[src/hw/rmul_pkg.sv]
// constants, register map and field layout of the registered multiplier
package rmul_pkg;
	localparam int          DATA_W          = 16;
	localparam int          PROD_W          = 32;
	localparam int          APB_AW          = 8;
	// register byte offsets
	localparam logic [7:0]  OFS_OPERAND_X   = 8'h00;
	localparam logic [7:0]  OFS_OPERAND_Y   = 8'h04;
	localparam logic [7:0]  OFS_CONTROL     = 8'h08;
	localparam logic [7:0]  OFS_STROBE      = 8'h0C;
	localparam logic [7:0]  OFS_PROD_HIGH   = 8'h10;
	localparam logic [7:0]  OFS_PROD_LOW    = 8'h14;
	// operand register: signed select above the data
	localparam int          OPR_SIGNED_BIT  = 16;
	localparam int          OPR_ROUND_BIT   = 17;
	// control register fields
	localparam int          CTL_SHIFT_BIT   = 0;
	localparam int          CTL_BYPASS_BIT  = 1;
	localparam int          CTL_HIGH_DIS    = 2;
	localparam int          CTL_LOW_DIS     = 3;
	localparam logic [3:0]  CTL_RESET       = 4'hC;
	// strobe register fields, write one to pulse
	localparam int          STB_LOAD_HIGH   = 0;
	localparam int          STB_LOAD_LOW    = 1;
	localparam int          STB_Y_FROM_PIN  = 2;
	// rounding positions in the raw product
	localparam int          ROUND_POS_FRAC  = 14;
	localparam int          ROUND_POS_SHIFT = 15;
	// worst-case multiply cycle
	localparam int          MULT_CYCLE_NS   = 145;
	localparam int          CLK_PERIOD_NS   = 25;
	localparam int          MULT_CYCLES     = (MULT_CYCLE_NS / CLK_PERIOD_NS < 1) ? 1 : MULT_CYCLE_NS / CLK_PERIOD_NS;
endpackage

[src/hw/rmul_top.sv]
// registered 16x16 multiplier with apb register access and three-state product pins
//
// Operation
// - The full 32-bit product of two 16-bit operands is delivered untruncated as a high and a low word.
// - Each operand is independently taken as two's complement or as unsigned magnitude.
// - A mixed signed and unsigned pair gives a correctly signed full product.
// - The X operand, Y operand and product registers each load on their own independent event.
// - Every input and output register captures only on the rising clock edge of its load event.
// - The high product word drives a port used for nothing else.
// - The low product word shares one port with Y input, driven by the device only while enabled.
// - All product outputs have three-state drive so they can be released from a shared bus.
// - New operands are accepted and a product delivered on every multiply cycle of at most 145 ns.
// - Squaring full-scale negative in fractional form is correct when right shift is set.
// - Signed selects register with their operand's bus write, round control with either bus write; a Y pin load keeps both.
// - Unregistered right shift drops the low word sign bit and shifts the high word down one.
// - Registered round adds one at bit 14 without right shift and bit 15 with it.
// - Each product word driver is high impedance while its unregistered disable is high.
//
// Chosen here: the placing of the registers and the APB slave port.
`timescale 1ns/1ps
module rmul_top
	import rmul_pkg::*;
(
	input  wire logic               pclk,              // bus clock
	input  wire logic               presetn,           // async reset, active low
	input  wire logic               psel,              // apb select
	input  wire logic               penable,           // apb access phase
	input  wire logic               pwrite,            // apb direction
	input  wire logic [APB_AW-1:0]  paddr,             // apb byte address
	input  wire logic [31:0]        pwdata,            // apb write data
	output logic      [31:0]        prdata,            // apb read data
	output logic                    pready,            // apb ready
	output logic                    pslverr,           // apb error on unmapped address
	output logic      [DATA_W-1:0]  product_high_word, // dedicated high word pins
	output logic                    product_high_oe,   // high word drive enable
	output logic      [DATA_W-1:0]  product_low_word,  // shared port, low word out
	output logic                    product_low_oe,    // shared port drive enable
	input  wire logic [DATA_W-1:0]  y_bus_in           // shared port, y data in
);
	typedef struct packed {
		logic [DATA_W-1:0] x_opnd;
		logic [DATA_W-1:0] y_opnd;
		logic              x_signed_select;
		logic              y_signed_select;
		logic              round_control;
		logic [3:0]        ctrl;
		logic [DATA_W-1:0] high_reg;
		logic [DATA_W-1:0] low_reg;
		logic [DATA_W-1:0] ysync1;
		logic [DATA_W-1:0] ysync2;
		logic              ack;
		logic              err;
		logic [31:0]       rdata;
	} rmul_state_t;

	rmul_state_t st;
	rmul_state_t next_st;

	function automatic logic mapped(input logic [APB_AW-1:0] a);
		mapped = (a == OFS_OPERAND_X) || (a == OFS_OPERAND_Y) || (a == OFS_CONTROL) ||
		         (a == OFS_STROBE) || (a == OFS_PROD_HIGH) || (a == OFS_PROD_LOW);
	endfunction

	// extend by one bit so both formats fit a signed 17x17 multiply
	function automatic logic signed [DATA_W:0] extend(input logic [DATA_W-1:0] v, input logic sgn);
		extend = {sgn & v[DATA_W-1], v};
	endfunction

	logic                     right_shift_format;
	logic                     output_register_bypass;
	logic signed [2*DATA_W+1:0] full_prod;
	logic        [PROD_W-1:0] raw_prod;
	logic        [PROD_W-1:0] round_add;
	logic        [PROD_W-1:0] sum_prod;
	logic        [DATA_W-1:0] high_comb;
	logic        [DATA_W-1:0] low_comb;
	logic                     setup;
	logic                     wr_now;
	logic                     x_load;
	logic                     y_load;
	logic                     y_pin_load;

	assign right_shift_format     = st.ctrl[CTL_SHIFT_BIT];
	assign output_register_bypass = st.ctrl[CTL_BYPASS_BIT];

	// array is combinational, so a product is ready well inside one multiply cycle
	always_comb begin
		full_prod = extend(st.x_opnd, st.x_signed_select) * extend(st.y_opnd, st.y_signed_select);
		raw_prod  = full_prod[PROD_W-1:0];
		round_add = '0;
		if (st.round_control) begin
			round_add[right_shift_format ? ROUND_POS_SHIFT : ROUND_POS_FRAC] = 1'b1;
		end
		sum_prod = raw_prod + round_add;
		if (right_shift_format) begin
			high_comb = sum_prod[PROD_W-1:DATA_W];
			low_comb  = sum_prod[DATA_W-1:0];
		end else begin
			// fractional form repeats the sign at the top of the low word
			high_comb = sum_prod[PROD_W-2:DATA_W-1];
			low_comb  = {sum_prod[PROD_W-1], sum_prod[DATA_W-2:0]};
		end
	end

	assign setup  = psel & ~penable;
	assign wr_now = psel & penable & st.ack & pwrite & ~st.err;
	assign x_load = wr_now & (paddr == OFS_OPERAND_X);
	assign y_pin_load = wr_now & (paddr == OFS_STROBE) & pwdata[STB_Y_FROM_PIN] & st.ctrl[CTL_LOW_DIS];
	assign y_load = (wr_now & (paddr == OFS_OPERAND_Y)) | y_pin_load;

	always_comb begin
		next_st        = st;
		next_st.ysync1 = y_bus_in;
		next_st.ysync2 = st.ysync1;
		next_st.ack    = setup;
		if (setup) begin
			next_st.err   = ~mapped(paddr);
			next_st.rdata = '0;
			unique case (paddr)
				OFS_OPERAND_X: next_st.rdata = {14'h0000, st.round_control, st.x_signed_select, st.x_opnd};
				OFS_OPERAND_Y: next_st.rdata = {14'h0000, st.round_control, st.y_signed_select, st.y_opnd};
				OFS_CONTROL:   next_st.rdata = {28'h0000000, st.ctrl};
				OFS_PROD_HIGH: next_st.rdata = {16'h0000, product_high_word};
				OFS_PROD_LOW:  next_st.rdata = {16'h0000, product_low_word};
				default:       next_st.rdata = '0;
			endcase
		end
		// constants stay put: an operand only changes on its own load
		if (x_load) begin
			next_st.x_opnd          = pwdata[DATA_W-1:0];
			next_st.x_signed_select = pwdata[OPR_SIGNED_BIT];
		end
		if (y_load) begin
			next_st.y_opnd          = y_pin_load ? st.ysync2 : pwdata[DATA_W-1:0];
			next_st.y_signed_select = y_pin_load ? st.y_signed_select : pwdata[OPR_SIGNED_BIT];
		end
		if (x_load | y_load) begin
			// pin loads keep the round setting; a bus write carries it
			next_st.round_control = y_pin_load ? st.round_control : pwdata[OPR_ROUND_BIT];
		end
		if (wr_now & (paddr == OFS_CONTROL)) begin
			next_st.ctrl = pwdata[3:0];
		end
		if (wr_now & (paddr == OFS_STROBE)) begin
			if (pwdata[STB_LOAD_HIGH]) begin
				next_st.high_reg = high_comb;
			end
			if (pwdata[STB_LOAD_LOW]) begin
				next_st.low_reg = low_comb;
			end
		end
	end

	always_ff @(posedge pclk or negedge presetn) begin
		if (!presetn) begin
			st      <= '0;
			st.ctrl <= CTL_RESET;
		end else begin
			st <= next_st;
		end
	end

	assign pready  = st.ack;
	assign pslverr = st.ack & st.err;
	assign prdata  = st.rdata;

	// bypass makes the output register transparent
	assign product_high_word = output_register_bypass ? high_comb : st.high_reg;
	assign product_low_word  = output_register_bypass ? low_comb : st.low_reg;
	assign product_high_oe   = ~st.ctrl[CTL_HIGH_DIS];
	assign product_low_oe    = ~st.ctrl[CTL_LOW_DIS];
endmodule

[config.mk]
export PLATFORM = sky130hd
export DESIGN_NAME = rmul_top
export DESIGN_NICKNAME = d
export VERILOG_FILES = /design/src/hw/rmul_pkg.sv /design/src/hw/rmul_top.sv
export SDC_FILE = /design/constraint.sdc
export NUM_CORES = 1
export LEC_CHECK = 0
export ABC_AREA = 1
export ABC_CLOCK_PERIOD_IN_PS = 7850
export BUFFER_PORTS_ARGS = -buffer_cell sky130_fd_sc_hd__buf_2
export CORE_MARGIN = 5
export CORE_UTILIZATION = 37
export DETAILED_ROUTE_END_ITERATION = 12
export SYNTH_ARGS = -nofsm -noshare
export SYNTH_HDL_FRONTEND = slang
export SYNTH_SLANG_ARGS = --single-unit
[constraint.sdc]
create_clock -name pclk -period 7.85 [get_ports pclk]
set_clock_uncertainty 0.15 [all_clocks]
set_input_delay 0.3925 -clock pclk [delete_from_list [all_inputs] [get_ports pclk]]
set_output_delay 0.3925 -clock pclk [all_outputs]
set_load 0.005 [all_outputs]
==> flow_summary.yaml, run 1 <==
floorplan:
  fp.dieW_um: 226
  io_pins: 129
  chipHeight_um: 226
  fp.coreArea_mm2: 0.0464
  die_area_mm2: 0.0511
  core.rowCount: 79
  initial_core_util_pct: 37.3
clocking:
  cts_num_sinks: 123
  cts_tree: "done"
  clk_pin_slew_ns: 0.06
  max-clock-path-buffers: 2
  clk_lat_worst_skew_ns: 0.42
  clockRootBuffer: "sky130_fd_sc_hd__clkbuf_16"
  htree_num_levels: 4
  tritoncts.num_buffers: 17
critical_path:
  timing.critical_path.slowest_cell_delay_ns: 0.74
  reg2reg_slack_ns: 1.04
  timing.critical_path.buf_inv: 5
  critical_path.reg2reg.startpoint: "st[104]"
  worst_setup_path_end_kind: "output port"
  critical_path.cell_chain: "nand2_4 -> nor2_1 -> buf_4 -> fa_1 -> inv_1 -> fa_2 -> inv_1 -> fa_1 -> fa_1 -> fa_1 -> fa_1 -> ha_1 -> nand2_1 -> nor2_1 -> inv_1 -> nor3_1 -> nand3_1 -> nand2_1 -> nand2_1 -> nand3_1 -> nand3_1 -> and2_1 -> buf_2"
  worstSetupPathType: "flop to output port"
  cp_common_cell: "sky130_fd_sc_hd__fa_1"
  crit_arrival_ns: 6.89
  startpoint_type: "flop"
  critical_register_to_register_path_endpoint: "prdata[13]"
  worst-endpoint-required_ns: 7.31
  slowest_stage: "sky130_fd_sc_hd__fa_2"
  critical_path_peak_fanout: 10
  worst-r2r-cell-count: 25
  worst_path_dominant_cell_family: "adder cells"
cells_and_area:
  areaGrowthSynthToFinish_pct: 10.2
  post_route_utilization_pct: 41.1
  post_layout_nonfiller_instances: 2889
  antennaDiodeCount: 0
  fillers: 4650
  layout.nets: 2695
  layout-drive-gt1-share_pct: 10.2
  layout_commonest_cell: "sky130_fd_sc_hd__nand2_1"
  most-common-layout-cells: "sky130_fd_sc_hd__nand2_1, sky130_fd_sc_hd__inv_1, sky130_fd_sc_hd__fa_1, sky130_fd_sc_hd__dfrtp_1, sky130_fd_sc_hd__nand3_1"
sta:
  setup-violations-final: 0
  timing.final.max_slew_violations: 0
  tightestPinTransition_ns: 1.02
  final.setup.tns_ns: 0
  rsz_0062_raised_after_global_routing: "no"
  max-slew-margin-rel_pct: 31.9
  final.setup.worst_slack_ns: 0.414
  layout_worst_path_cycle_share_pct: 94.7
  hold_viol_final: 0
  layout_min_cycle_time_ns: 7.44
  max_freq_mhz: 134
global_routing:
  groute.usage.overall_pct: 20.1
  grt_first_pass_wirelength_mm: 80.4
  antenna_found_initial: 0
  grt_max_degree: 65
  number_of_global_route_vias_before_repair: 14938
  global_route.overflow_total: 0
detailed_routing:
  wl_mm: 49.7
  drtIter0Drc: 832
  dr_total_vias: 13961
  detailedRoute.firstPassIterationCount: 5
  wl_per_cell_um: 17.2
  drc_violations_left: 0
  detail_route.vias_per_cell: 4.83
  postRouteAntennaNets: 0
placement:
  finalWeightedCongestion: 0.945
  port_buffers: 100
  dpl.hpwl_mm: 40.8
  placedCellCount: 2840
  pre_cts_slack_ns: 0.700
flow_run:
  cap_viol_max_count: 0
logic_synthesis:
  synth_cell_type_count: 52
  mappedNetlistArea_mm2: 0.0173
  synthFlopType: "sky130_fd_sc_hd__dfrtp_1"
  syn-instance-count: 2203
  synth_seq_area_share_pct: 17.8
  synth-edff-count: 0
  share_of_async_settable_or_async_resettable_flops_after_synthesis_pct: 100
  synth_seq_cells: 123
  syn_avg_cell_area_um2: 7.85
  synthesis.yosys.warnings: 0
min_path:
  min_path_type: "primary input to flop"
  hold_depth: 3
  min_delay_worst_endpoint: "st[102]"
  holdCritStartpoint: "pwdata[17]"
pwr:
  irDropWorstVdd_uv: 166
  leakage_uw: 0.0110
  cellPowerDensity_mw_per_mm2: 79.4
outcome:
  outcome: "finished, final reports clean"
[synthesized netlist by cell type, types with 4 or more instances]
cell type | instances | share of area (%)
sky130_fd_sc_hd__nand2_1 | 587 | 13
sky130_fd_sc_hd__inv_1 | 559 | 12
sky130_fd_sc_hd__fa_1 | 284 | 33
sky130_fd_sc_hd__dfrtp_1 | 121 | 18
sky130_fd_sc_hd__nand3_1 | 101 | 2.9
sky130_fd_sc_hd__ha_1 | 80 | 5.8
sky130_fd_sc_hd__o21ai_0 | 70 | 2.0
sky130_fd_sc_hd__nor2_1 | 66 | 1.4
sky130_fd_sc_hd__clkbuf_1 | 59 | 1.3
sky130_fd_sc_hd__buf_4 | 35 | 1.5
sky130_fd_sc_hd__a21oi_1 | 29 | 0.84
sky130_fd_sc_hd__nand4_1 | 17 | 0.62
sky130_fd_sc_hd__o221ai_1 | 16 | 0.81
sky130_fd_sc_hd__buf_2 | 15 | 0.43
sky130_fd_sc_hd__buf_1 | 13 | 0.28
sky130_fd_sc_hd__o21a_1 | 13 | 0.56
sky130_fd_sc_hd__or2_2 | 13 | 0.47
sky130_fd_sc_hd__o21ai_1 | 12 | 0.35
sky130_fd_sc_hd__and2_1 | 11 | 0.40
sky130_fd_sc_hd__nand2_2 | 8 | 0.29
sky130_fd_sc_hd__xnor2_1 | 8 | 0.41
sky130_fd_sc_hd__xor2_1 | 8 | 0.41
sky130_fd_sc_hd__a221oi_1 | 7 | 0.35
sky130_fd_sc_hd__nor3_1 | 7 | 0.20
sky130_fd_sc_hd__inv_2 | 6 | 0.13
sky130_fd_sc_hd__nand2_4 | 5 | 0.33
sky130_fd_sc_hd__o21bai_1 | 5 | 0.22
sky130_fd_sc_hd__nor2_2 | 4 | 0.14
sky130_fd_sc_hd__nor3_2 | 4 | 0.23
sky130_fd_sc_hd__o211ai_1 | 4 | 0.17
[sequential cells by signal, summed over array words and instances (netlist names)]
| signal | count |
|---|---|
| output_register_bypass | 1 |
| pready | 1 |
| st | 86 |
| prdata | 18 |
| right_shift_format | 1 |
| next_st | 16 |
[metal layers]
layer | vias up | track usage (%) | share of wire [%] | wire length, um
met4 | 0 | 7.41 | 4.0 | 2000
met2 | 410 | 34.7 | 48 | 24000
met5 | - | 0 | 0 | 0
li1 | 6538 | - | - | -
met3 | 94 | 2.79 | 5.5 | 2720
met1 | 6919 | 26.0 | 42 | 21000
[how the worst max path moves through the flow]
stage	from	end	slack, ns	depth (start not counted)
floorplan	st[128]	product_high_word[4]	1.70	24
global placement	st[114]	product_high_word[12]	0.79	20
detailed placement	st[104]	product_high_word[14]	0.70	23
CTS	st[114]	product_high_word[12]	0.23	20
global route	st[131]	product_high_word[5]	0.008	26
finish	st[104]	product_high_word[14]	0.41	23
[repair_timing]
action / CTS / global route
buffers inserted: 0 / 0
endpoints found under the hold margin: 80 / 0
hold buffers: 18 / 0
endpoints found under the setup margin: 0 / 9
gates resized for setup: 0 / 4
[final cells by class]
type | instances | area, um2 | area share, %
clock buffers | 19 | 453 | 2.38
flip-flops and latches | 123 | 3080 | 16.2
repair buffers | 160 | 998 | 5.24
inverters | 567 | 2130 | 11.2
multi-input cells | 1401 | 11500 | 60.3
clock inverters | 12 | 136 | 0.716
well taps | 607 | 759 | 3.99
[cells by family after synthesis]
logic type | Yosys count | synth area share (%)
buffers and inverters | 692 | 16.0
XOR/XNOR | 16 | 0.811
flip-flops | 123 | 17.8
AO/OA/AOI/OAI | 169 | 6.07
AND/OR/NAND/NOR | 837 | 20.5
adder cells (fa/ha/maj) | 364 | 38.7
other | 1 | 0.0217
multiplexers | 1 | 0.0579
[worst reg2reg max path: stages (launching register included)]
cell and delay, ns:
sky130_fd_sc_hd__dfrtp_1 0.48, sky130_fd_sc_hd__nand2_4 0.19, sky130_fd_sc_hd__nor2_1 0.07, sky130_fd_sc_hd__buf_4 0.16, sky130_fd_sc_hd__fa_1 0.60, sky130_fd_sc_hd__inv_1 0.16, sky130_fd_sc_hd__fa_2 0.74, sky130_fd_sc_hd__inv_1 0.13
sky130_fd_sc_hd__fa_1 0.49, sky130_fd_sc_hd__fa_1 0.59, sky130_fd_sc_hd__fa_1 0.44, sky130_fd_sc_hd__fa_1 0.45, sky130_fd_sc_hd__ha_1 0.42, sky130_fd_sc_hd__nand2_1 0.15, sky130_fd_sc_hd__nor2_1 0.22, sky130_fd_sc_hd__inv_1 0.11
sky130_fd_sc_hd__nor3_1 0.20, sky130_fd_sc_hd__nand3_1 0.15, sky130_fd_sc_hd__nand2_1 0.09, sky130_fd_sc_hd__nand2_1 0.07, sky130_fd_sc_hd__nand3_1 0.09, sky130_fd_sc_hd__nand3_1 0.09, sky130_fd_sc_hd__nand3_1 0.10, sky130_fd_sc_hd__nand3_1 0.18
sky130_fd_sc_hd__nand2_1 0.12, sky130_fd_sc_hd__nand2_1 0.05
[metrics by stage]
stage          power [uW]  hold slack [ns]  cell area, um2
5_1_grt              1560           0.0275           19000
4_1_cts              1530           0.0197           19000
6_report             1510           0.0293           19000
3_3_place_gp          733            0.184           18300
3_5_place_dp          734            0.186           18300
2_1_floorplan         698          -0.0531           17300
[where the power goes]
group          total (uW)  internal, uW  leakage (uW)  switching [uW]
Combinational        79.0          28.3       0.00914            50.8
Clock                 783           485      0.000283             298
Sequential            650           645       0.00153            5.58
No activity file was read; power rests on OpenSTA's default activity.
==> run 2: changes to the inputs <==
--- a/config.mk
+++ b/config.mk
@@ -8,9 +8,13 @@
 export ABC_AREA = 1
 export ABC_CLOCK_PERIOD_IN_PS = 7850
 export BUFFER_PORTS_ARGS = -buffer_cell sky130_fd_sc_hd__buf_2
+export CELL_PAD_IN_SITES_DETAIL_PLACEMENT = 0
+export CELL_PAD_IN_SITES_GLOBAL_PLACEMENT = 1
 export CORE_MARGIN = 5
 export CORE_UTILIZATION = 37
 export DETAILED_ROUTE_END_ITERATION = 12
+export PLACE_DENSITY_LB_ADDON = 0.1
+export SKIP_CTS_REPAIR_TIMING = 1
 export SYNTH_ARGS = -nofsm -noshare
 export SYNTH_HDL_FRONTEND = slang
 export SYNTH_SLANG_ARGS = --single-unit
==> run 2 against run 1 <==
Compared with the run above:
- die area stayed put
- first-iteration DRC count is 15% lower
- combinational power is 0.5% lower
- via count down 2.7%
- total power is 1.5% lower
- sequential cell count did not move
- final cell count did not move
- worst setup slack lost 0.015 ns
- sequential share of layout area barely moved
- critical endpoint is now product_high_word[12]
==> flow_summary.yaml, run 2 (synthesis results as in run 1) <==
floorplan:
  die_area_mm2: 0.0511
  core.rowCount: 79
  io_pins: 129
  initial_core_util_pct: 37.3
  chipHeight_um: 226
  fp.coreArea_mm2: 0.0464
  fp.dieW_um: 226
clocking:
  clk_pin_slew_ns: 0.06
  htree_num_levels: 4
  max-clock-path-buffers: 2
  clockRootBuffer: "sky130_fd_sc_hd__clkbuf_16"
  cts_num_sinks: 123
  tritoncts.num_buffers: 17
  cts_tree: "done"
  clk_lat_worst_skew_ns: 0.43
detailed_routing:
  dr_total_vias: 13580
  wl_per_cell_um: 18.3
  detail_route.vias_per_cell: 4.70
  wl_mm: 53.0
  drc_violations_left: 0
  detailedRoute.firstPassIterationCount: 7
  postRouteAntennaNets: 0
  drtIter0Drc: 709
cells_and_area:
  most-common-layout-cells: "sky130_fd_sc_hd__nand2_1, sky130_fd_sc_hd__inv_1, sky130_fd_sc_hd__fa_1, sky130_fd_sc_hd__dfrtp_1, sky130_fd_sc_hd__nand3_1"
  post_layout_nonfiller_instances: 2889
  layout_commonest_cell: "sky130_fd_sc_hd__nand2_1"
  layout-drive-gt1-share_pct: 10.5
  antennaDiodeCount: 0
  largest_register_ffs: 86
  post_route_utilization_pct: 41.1
  areaGrowthSynthToFinish_pct: 10.1
  layout.nets: 2694
  largest_register: "st"
placement:
  dpl.hpwl_mm: 43.7
  port_buffers: 100
  pre_cts_slack_ns: 0.641
  placedCellCount: 2840
  finalWeightedCongestion: 0.920
sta:
  max_freq_mhz: 134
  setup-violations-final: 0
  layout_worst_path_cycle_share_pct: 94.9
  tightestPinTransition_ns: 1.09
  max-slew-margin-rel_pct: 27.0
  hold_viol_final: 0
  rsz_0062_raised_after_global_routing: "no"
  final.setup.tns_ns: 0
  final.setup.worst_slack_ns: 0.399
  layout_min_cycle_time_ns: 7.45
  timing.final.max_slew_violations: 0
critical_path:
  critical_path_peak_fanout: 20
  startpoint_type: "flop"
  worst_setup_path_end_kind: "output port"
  worstSetupPathType: "flop to output port"
  crit_arrival_ns: 6.91
  worst-endpoint-required_ns: 7.31
global_routing:
  global_route.overflow_total: 0
  number_of_global_route_vias_before_repair: 14389
  antenna_found_initial: 1
  grt_first_pass_wirelength_mm: 83.9
  grt_max_degree: 66
  groute.usage.overall_pct: 21.5
pwr:
  leakage_uw: 0.0109
  p_int_uw: 1100
  irDropWorstVdd_uv: 157
  p_switching_uw: 393
  cellPowerDensity_mw_per_mm2: 78.3
  totalPowerFinal_uw: 1490
  clkPwrFrac_pct: 51.1
  seq_power_share_pct: 43.6
  power.share.switching_pct: 26.4
  power.share.combinational_pct: 5.3
outcome:
  outcome: "finished, final reports clean"
min_path:
  min_path_type: "primary input to flop"
flow_run:
  cap_viol_max_count: 0
## run 2: changes by cell type in the layout (fill, tap and decap cells not counted), sizes merged
cell         delta
clkinv          -1
inv             +5
bufinv          -2
dlygate4sd3     -1
clkbuf          -1
## run 2: critical path, cell delays in order (launching register included)
cell and delay (ns):
sky130_fd_sc_hd__dfrtp_1 0.39, sky130_fd_sc_hd__buf_4 0.32, sky130_fd_sc_hd__nand2_1 0.16, sky130_fd_sc_hd__nor2_1 0.32, sky130_fd_sc_hd__fa_1 0.55, sky130_fd_sc_hd__inv_1 0.19
sky130_fd_sc_hd__fa_1 0.46, sky130_fd_sc_hd__fa_1 0.50, sky130_fd_sc_hd__fa_1 0.49, sky130_fd_sc_hd__inv_1 0.05, sky130_fd_sc_hd__fa_1 0.49, sky130_fd_sc_hd__fa_1 0.45
sky130_fd_sc_hd__ha_1 0.42, sky130_fd_sc_hd__nand2_1 0.17, sky130_fd_sc_hd__nor4_1 0.40, sky130_fd_sc_hd__o21ai_1 0.16, sky130_fd_sc_hd__nand3_1 0.12, sky130_fd_sc_hd__nand2_1 0.08
sky130_fd_sc_hd__nand3_1 0.07, sky130_fd_sc_hd__nand2_1 0.23, sky130_fd_sc_hd__a21boi_0 0.28, sky130_fd_sc_hd__buf_2 0.16
## run 2: area by class of cell
cell class | instances | area, um2
multi-input cells | 1401 | 11500
flip-flops and latches | 123 | 3090
clock buffers | 18 | 439
repair buffers | 159 | 1000
fillers | 4784 | 27300
clock inverters | 14 | 126
inverters | 567 | 2130
well taps | 607 | 759
## run 2: layer usage
metal | up-vias | track usage [%] | wire length (um)
li1 | 6538 | - | -
met2 | 294 | 35.1 | 24800
met5 | - | 0 | 0
met4 | 0 | 4.75 | 1000
met3 | 47 | 2.82 | 2330
met1 | 6701 | 30.8 | 24900
## run 2: through the flow
| step | instance area (um2) | hold slack [ns] |
|---|---|---|
| 4_1_cts | 18800 | -0.109 |
| 6_report | 19000 | 0.0309 |
| 5_1_grt | 19000 | 0.0417 |
| 3_3_place_gp | 18300 | 0.182 |
| 2_1_floorplan | 17300 | -0.0531 |
| 3_5_place_dp | 18300 | 0.185 |
## run 2: worst paths after layout
kind | depth (start not counted) | slack [ns] | start | end
max | 21 | 0.40 | st[136] | product_high_word[12]
min | 3 | 0.03 | pwdata[17] | st[102]
max in group asynchronous | 3 | 5.66 | presetn | st[114]
min reg2reg | 0 | 0.19 | next_st[48] | st[48]
min in group asynchronous | 2 | 0.42 | presetn | prdata[0]
max reg2reg | 27 | 1.15 | st[113] | prdata[14]
## run 2: power groups by stage
stage / Sequential (uW) / Combinational (uW) / Clock [uW]
2_1_floorplan: 659 / 39.5 / 0
3_3_place_gp: 661 / 72.9 / 0
3_5_place_dp: 662 / 73.1 / 0
4_1_cts: 650 / 73.8 / 779
5_1_grt: 651 / 90.6 / 804
6_report: 650 / 78.6 / 762
